[src/pkg/asramc_pkg.sv]
// Purpose: Constants for the asynchronous 1M x 8 static RAM controller
// Assumes: 100 MHz core clock, 10 ns period
// Notes: Times in ns, cycle counts rounded up from them
package asramc_pkg;
    localparam int CLK_PERIOD_NS = 10;
    localparam int ADDR_W = 20;
    localparam int DATA_W = 8;
    // Least and greatest times (round up)
    localparam int ADDR_SETUP_TO_END_NS = 35;
    localparam int WRITE_PULSE_NS = 35;
    localparam int DATA_SETUP_TO_END_NS = 25;
    localparam int WRITE_PERIOD_MIN_NS = 45;
    localparam int READ_PERIOD_MIN_NS = 45;
    localparam int ADDR_TO_VALID_MAX_NS = 45;
    localparam int STROBE_TO_VALID_MAX_NS = 22;
    localparam int SELECT_TO_VALID_MAX_NS = 45;
    localparam int STROBE_HIGH_TO_FLOAT_NS = 18;
    localparam int DESELECT_TO_FLOAT_NS = 18;
    localparam int WRITE_LOW_TO_FLOAT_NS = 18;
    localparam int CEIL_DIV_ADJ = CLK_PERIOD_NS - 1;
    localparam int WR_PULSE_CYC =
        (WRITE_PULSE_NS + CEIL_DIV_ADJ) / CLK_PERIOD_NS;
    localparam int WR_DATA_CYC =
        (DATA_SETUP_TO_END_NS + CEIL_DIV_ADJ) / CLK_PERIOD_NS;
    localparam int WR_ADDR_CYC =
        (ADDR_SETUP_TO_END_NS + CEIL_DIV_ADJ) / CLK_PERIOD_NS;
    localparam int WR_PERIOD_CYC =
        (WRITE_PERIOD_MIN_NS + CEIL_DIV_ADJ) / CLK_PERIOD_NS;
    localparam int RD_ACCESS_NS = ADDR_TO_VALID_MAX_NS;
    // Sample one cycle after the worst access so data has settled in
    localparam int RD_WAIT_CYC =
        (RD_ACCESS_NS + CEIL_DIV_ADJ) / CLK_PERIOD_NS + 1;
    localparam int RD_PERIOD_CYC =
        (READ_PERIOD_MIN_NS + CEIL_DIV_ADJ) / CLK_PERIOD_NS;
    // Bus turnaround after a read before the controller drives data
    localparam int TURN_CYC =
        (STROBE_HIGH_TO_FLOAT_NS + CEIL_DIV_ADJ) / CLK_PERIOD_NS;
    localparam int CNT_W = 4;
    localparam logic [CNT_W-1:0] WR_PULSE_CNT = CNT_W'(WR_PULSE_CYC);
    localparam logic [CNT_W-1:0] WR_TAIL_CNT = CNT_W'(WR_PERIOD_CYC - WR_PULSE_CYC);
    localparam logic [CNT_W-1:0] RD_WAIT_CNT = CNT_W'(RD_WAIT_CYC);
    localparam logic [CNT_W-1:0] TURN_CNT = CNT_W'(TURN_CYC);
    localparam logic [CNT_W-1:0] CNT_ONE = 4'h1;
    localparam logic [CNT_W-1:0] CNT_ZERO = 4'h0;
    typedef enum logic [2:0] {ST_IDLE, ST_WR_SETUP, ST_WR_PULSE, ST_WR_TAIL,
        ST_RD_WAIT, ST_TURN} asramc_state_t;
endpackage : asramc_pkg

[src/rtl/asramc_ctrl.sv]
// Purpose: Host-side controller driving an asynchronous 1M x 8 static RAM
// Assumes: Pin inputs synchronous to i_core_clk; one request at a time
// Notes: Writes are strobe controlled; reads are output-strobe controlled
// Notes on behaviour
// - Write window is the overlap of strobe low, low select low, high select high.
// - Write data valid at least 25 ns before write end, no hold needed.
// - Address 35 ns before end; select and strobe 35 ns; cycle 45 ns.
// - Address valid at write start and held until write end.
// - Write strobe stays high throughout every read cycle.
// - Controller never drives data pins while the device drives them.
`timescale 1ns/1ps
module asramc_ctrl
(
    input wire logic i_core_clk,
    input wire logic i_arst_n,
    input wire logic i_req_valid,
    input wire logic i_req_write,
    input wire logic [asramc_pkg::ADDR_W-1:0] i_req_addr,
    input wire logic [asramc_pkg::DATA_W-1:0] i_req_wdata,
    output logic o_req_ready,
    output logic o_rd_valid,
    output logic [asramc_pkg::DATA_W-1:0] o_rd_data,
    output logic [asramc_pkg::ADDR_W-1:0] o_word_select_lines,
    output logic o_select_low_active_n,
    output logic o_select_high_active,
    output logic o_write_strobe_n,
    output logic o_output_strobe_n,
    input wire logic [asramc_pkg::DATA_W-1:0] i_shared_byte_lines,
    output logic [asramc_pkg::DATA_W-1:0] o_shared_byte_lines,
    output logic o_shared_byte_lines_oe
);
    asramc_pkg::asramc_state_t state_reg;
    logic [asramc_pkg::CNT_W-1:0] cnt_reg;
    logic [asramc_pkg::ADDR_W-1:0] addr_reg;
    logic [asramc_pkg::DATA_W-1:0] wdata_reg;
    logic sel_reg;
    logic we_n_reg;
    logic oe_n_reg;
    logic drv_reg;
    logic rd_valid_reg;
    logic [asramc_pkg::DATA_W-1:0] rd_data_reg;
    logic cnt_done;

    assign cnt_done = (cnt_reg == asramc_pkg::CNT_ONE);
    assign o_req_ready = (state_reg == asramc_pkg::ST_IDLE);

    // ****************************************************************
    // Sequencer
    // ****************************************************************
    always_ff @(posedge i_core_clk or negedge i_arst_n)
    begin
        if (!i_arst_n)
        begin
            state_reg <= asramc_pkg::ST_IDLE;
            cnt_reg <= asramc_pkg::CNT_ZERO;
        end
        else
        begin
            unique case (state_reg)
                asramc_pkg::ST_IDLE:
                begin
                    if (i_req_valid)
                    begin
                        state_reg <= i_req_write ? asramc_pkg::ST_WR_SETUP
                                                 : asramc_pkg::ST_RD_WAIT;
                        cnt_reg <= i_req_write ? asramc_pkg::WR_PULSE_CNT
                                               : asramc_pkg::RD_WAIT_CNT;
                    end
                end
                // Address and data settle one cycle before the strobe falls
                asramc_pkg::ST_WR_SETUP:
                begin
                    state_reg <= asramc_pkg::ST_WR_PULSE;
                end
                asramc_pkg::ST_WR_PULSE:
                begin
                    if (cnt_done)
                    begin
                        state_reg <= asramc_pkg::ST_WR_TAIL;
                        cnt_reg <= asramc_pkg::WR_TAIL_CNT;
                    end
                    else
                    begin
                        cnt_reg <= cnt_reg - asramc_pkg::CNT_ONE;
                    end
                end
                asramc_pkg::ST_WR_TAIL:
                begin
                    if (cnt_done)
                    begin
                        state_reg <= asramc_pkg::ST_IDLE;
                    end
                    else
                    begin
                        cnt_reg <= cnt_reg - asramc_pkg::CNT_ONE;
                    end
                end
                asramc_pkg::ST_RD_WAIT:
                begin
                    if (cnt_done)
                    begin
                        state_reg <= asramc_pkg::ST_TURN;
                        cnt_reg <= asramc_pkg::TURN_CNT;
                    end
                    else
                    begin
                        cnt_reg <= cnt_reg - asramc_pkg::CNT_ONE;
                    end
                end
                // Device float time after output strobe rises
                asramc_pkg::ST_TURN:
                begin
                    if (cnt_done)
                    begin
                        state_reg <= asramc_pkg::ST_IDLE;
                    end
                    else
                    begin
                        cnt_reg <= cnt_reg - asramc_pkg::CNT_ONE;
                    end
                end
            endcase
        end
    end

    // ****************************************************************
    // Address and write data
    // ****************************************************************
    // address held through write
    always_ff @(posedge i_core_clk or negedge i_arst_n)
    begin
        if (!i_arst_n)
        begin
            addr_reg <= '0;
            wdata_reg <= '0;
        end
        else if (o_req_ready && i_req_valid)
        begin
            addr_reg <= i_req_addr;
            wdata_reg <= i_req_wdata;
        end
    end

    // ****************************************************************
    // Pin strobes
    // ****************************************************************
    // select and strobe overlap
    always_ff @(posedge i_core_clk or negedge i_arst_n)
    begin
        if (!i_arst_n)
        begin
            sel_reg <= 1'b0;
            we_n_reg <= 1'b1;
            oe_n_reg <= 1'b1;
            drv_reg <= 1'b0;
        end
        else
        begin
            sel_reg <= (state_reg == asramc_pkg::ST_IDLE) ? (i_req_valid && !i_req_write)
                : (state_reg == asramc_pkg::ST_WR_SETUP) ||
                  (state_reg == asramc_pkg::ST_WR_PULSE && !cnt_done) ||
                  (state_reg == asramc_pkg::ST_RD_WAIT && !cnt_done);
            we_n_reg <= !((state_reg == asramc_pkg::ST_WR_SETUP) ||
                          (state_reg == asramc_pkg::ST_WR_PULSE && !cnt_done));
            oe_n_reg <= !(((state_reg == asramc_pkg::ST_IDLE) && i_req_valid && !i_req_write) ||
                          (state_reg == asramc_pkg::ST_RD_WAIT && !cnt_done));
            drv_reg <= (state_reg == asramc_pkg::ST_IDLE && i_req_valid && i_req_write) ||
                       (state_reg == asramc_pkg::ST_WR_SETUP) ||
                       (state_reg == asramc_pkg::ST_WR_PULSE && !cnt_done);
        end
    end

    // ****************************************************************
    // Read capture
    // ****************************************************************
    // sample after access time
    always_ff @(posedge i_core_clk or negedge i_arst_n)
    begin
        if (!i_arst_n)
        begin
            rd_valid_reg <= 1'b0;
            rd_data_reg <= '0;
        end
        else
        begin
            rd_valid_reg <= (state_reg == asramc_pkg::ST_RD_WAIT) && cnt_done;
            if ((state_reg == asramc_pkg::ST_RD_WAIT) && cnt_done)
            begin
                rd_data_reg <= i_shared_byte_lines;
            end
        end
    end

    assign o_word_select_lines = addr_reg;
    assign o_select_low_active_n = !sel_reg;
    assign o_select_high_active = sel_reg;
    assign o_write_strobe_n = we_n_reg;
    assign o_output_strobe_n = oe_n_reg;
    assign o_shared_byte_lines = wdata_reg;
    assign o_shared_byte_lines_oe = drv_reg;
    assign o_rd_valid = rd_valid_reg;
    assign o_rd_data = rd_data_reg;
endmodule : asramc_ctrl

[config.mk]
export PLATFORM = sky130hd
export DESIGN_NAME = asramc_ctrl
export DESIGN_NICKNAME = d
export VERILOG_FILES = /design/src/pkg/asramc_pkg.sv /design/src/rtl/asramc_ctrl.sv
export SDC_FILE = /design/constraint.sdc
export NUM_CORES = 1
export LEC_CHECK = 0
export BUFFER_PORTS_ARGS = -buffer_cell sky130_fd_sc_hd__buf_2
export CAP_MARGIN = 10
export CORE_AREA = 2 2 72 74
export CTS_BUF_LIST = sky130_fd_sc_hd__clkbuf_8
export DETAILED_ROUTE_END_ITERATION = 6
export DIE_AREA = 0 0 74 76
export HOLD_SLACK_MARGIN = 0.06
export PLACE_DENSITY = 0.7
export RECOVER_POWER = 50
export SYNTH_ARGS = -nofsm -noshare
export SYNTH_HDL_FRONTEND = slang
export SYNTH_SLANG_ARGS = --single-unit
[constraint.sdc]
create_clock -name i_core_clk -period 3.6 [get_ports i_core_clk]
set_input_delay 0.18 -clock i_core_clk [delete_from_list [all_inputs] [get_ports i_core_clk]]
set_output_delay 0.18 -clock i_core_clk [all_outputs]
set_load 0.1 [all_outputs]
==> metrics <==
Mapped Cells=157; global-route wire length before repair=6810 microns; status=finished, violations left; Synthesized Nets=199; Crit-path slowest cell=clkbuf_1; grt total ovfl=0; Clock Sink Count=48; vias in the first global route=1452; port bufs=82; Std-Cell Rows=26; drt wl/cell=13.69 microns; Setup CP Type=input port to asynchronous set/reset pin; Routed Antenna Nets=0; RSZ-0062 raised after global routing=false; Seq/Total Area, Yosys=57.09%; Clock Skews=3.797 ps; Worst Tran Pin Value=2523 ps; Max-Cap Viols=1; Min-Delay Endpoint=o_word_select_lines[0]$_DFFE_PN0N_; DRT Pass-1 Iters=4; worst-path maximum fanout=48; final setup TNS=0 ps; RD Place Congestion=0.8430; width of the chip=74 microns; CTS tree=built; io pins=83; Hold Path Depth=2; diodes inserted=0; Pins Over Slew Limit=49; Worst R2R Start=state_reg[1]$_DFFE_PN0P_; Ys Warns=0; hold path startpoint=i_req_addr[0]; max incr delay on CP=1760 ps; failing checks=max-capacitance violations, max-slew violations; Hold Buf Count CTS=0; number of synthesized register bits=48; starting DRC count in detailed routing=81; clock-pin slew on the worst setup and hold paths=90 ps; min cycle time layout=2080 ps; Synth Cell Area=2108 sq um; Die Height=76 microns; fmax=480.7 MHz; Slew headroom=-68.23%; Via density=4.903; initial antenna violation count=0; CP cell instances=clkbuf_1; Area Growth Syn to Fin=25.46%; Hold Violations, Final=0; largest net degree at the start of global routing=49; nets=281; CP Buf/Inv Count=1; post-CTS sizing=0; reg2reg path depth=3; worst r2r dst=o_word_select_lines[14]$_DFFE_PN0N_; worst hold path type=input port to flip-flop; Worst EP required=3480 ps; Largest register FFs=20; via count=1520; DRT Wirelength=4243 microns; Initial Utilization=42.92%; CORE AREA=4912 sq um; R2R Setup Slk=1870 ps; Num CTS Buffers=5; total track usage=15.49%; die area=5624 sq um; Clk Latency, worst-skew pair=300 ps; Post-route DRC=0; crit path DAT=1960 ps; clock tree buffer depth=2; ratio of cells with drive above 1 in the final layout=35.42%; final setup violation count=0; Final Cycle Share=57.79%; Root Driver=clkbuf_8; mean post-synth cell area=13.43 sq um; setup bufs post-CTS=0; Synth cell types=42; crit path launch type=input port; H-tree levels=2; CP endpoint kind=asynchronous set/reset pin; CP top delay family=buffers and inverters; DP Wirelength=3072 microns
[worst max path at each step]
stage	depth (start not counted)	slack, ps	end	from
2_1_floorplan	3	630	o_req_ready	state_reg[2]$_DFFE_PN0P_
3_3_place_gp	3	1870	o_word_select_lines[16]$_DFFE_PN0N_	state_reg[2]$_DFFE_PN0P_
3_5_place_dp	3	1860	o_word_select_lines[7]$_DFFE_PN0N_	state_reg[2]$_DFFE_PN0P_
4_1_cts	2	1790	o_req_ready	state_reg[2]$_DFFE_PN0P_
5_1_grt	1	980	o_rd_data[3]$_DFFE_PN0P_	i_arst_n
6_report	1	1520	o_rd_data[1]$_DFFE_PN0P_	i_arst_n
[per-layer routing]
layer  track usage, %  wire, microns  up-vias
li1                 -              -      723
met1            20.89           1871      734
met2            24.29           2028       58
met3            3.571            283        5
met4            5.455             59        0
met5                0              0        -
[cell families after synthesis]
kind of cell / count (synthesis) / synth area share (%)
DFF: 48 / 57.09
muxes: 37 / 21.13
and+or+nand+nor: 32 / 9.793
AOI/OAI and AO/OA: 22 / 6.945
buffers and inverters: 15 / 3.382
adders and majority gates: 3 / 1.662
[layout by cell type (no fill, tap or decap), types with 3 or more instances in the layout]
master	count
a21oi_1	3
buf_2	60
clkbuf_1	22
clkbuf_8	6
dfrtp_1	46
inv_1	6
mux2_1	28
mux2_4	8
nand2_1	7
nor2_1	8
nor3_1	3
o21ai_0	3
o21ai_1	4
[Yosys cell counts]
cell,n,share of area (%)
o21ai_0,3,0.71
ha_1,2,1.2
mux2_4,8,5.7
nand4_1,1,0.30
nand2b_4,1,0.65
dfrtp_1,46,55
nor2b_1,2,0.59
a21oi_1,3,0.71
o221ai_1,1,0.42
dfstp_2,2,2.5
a32oi_1,1,0.42
nand4b_1,1,0.42
buf_2,3,0.71
clkbuf_1,2,0.36
nor2_1,8,1.4
maj3_1,1,0.47
a22o_1,1,0.42
nand3_1,2,0.47
a41oi_1,1,0.42
nand3_4,1,0.83
o22ai_1,1,0.30
nor3b_4,1,0.89
a31oi_1,1,0.30
nor3_1,3,0.71
nand2_1,7,1.2
mux2i_1,1,0.47
inv_1,6,1.1
a211oi_1,1,0.36
o41ai_1,1,0.42
nor4b_1,1,0.42
a21boi_0,1,0.36
a22oi_1,1,0.36
inv_2,1,0.18
buf_4,3,1.1
or3b_4,1,0.53
mux2_1,28,15
nand4bb_1,1,0.53
nor3_2,1,0.47
and2_1,1,0.30
o311ai_1,1,0.42
a211o_1,1,0.42
o21ai_1,4,0.95
[final cells by class]
class	count	area [sq um]
inverters	7	26.28
clock buffers	6	82.58
fillers	438	2267
well taps	70	87.58
multi-input cells	94	839.6
flip-flops and latches	48	1204
repair buffers	83	390.4
clock inverters	2	15.01
[through the flow]
step | hold WS (ps) | cells | worst slack [ps] | instance area, sq um | utilization, %
floorplan | -115.6 | 157 | 632.0 | 2108 | -
global placement | 398.1 | 302 | 1874 | 2575 | 52.42
detailed placement | 403.3 | 302 | 1858 | 2575 | 52.42
CTS | 83.83 | 310 | 1789 | 2673 | 54.41
global route | 91.15 | 310 | 980.0 | 2645 | 53.85
finish | 93.37 | 310 | 1520 | 2645 | 53.85
Power is left out: the tool's default activity adds up to more than one toggle a clock period on the data nets, which glitch-free logic cannot reach.
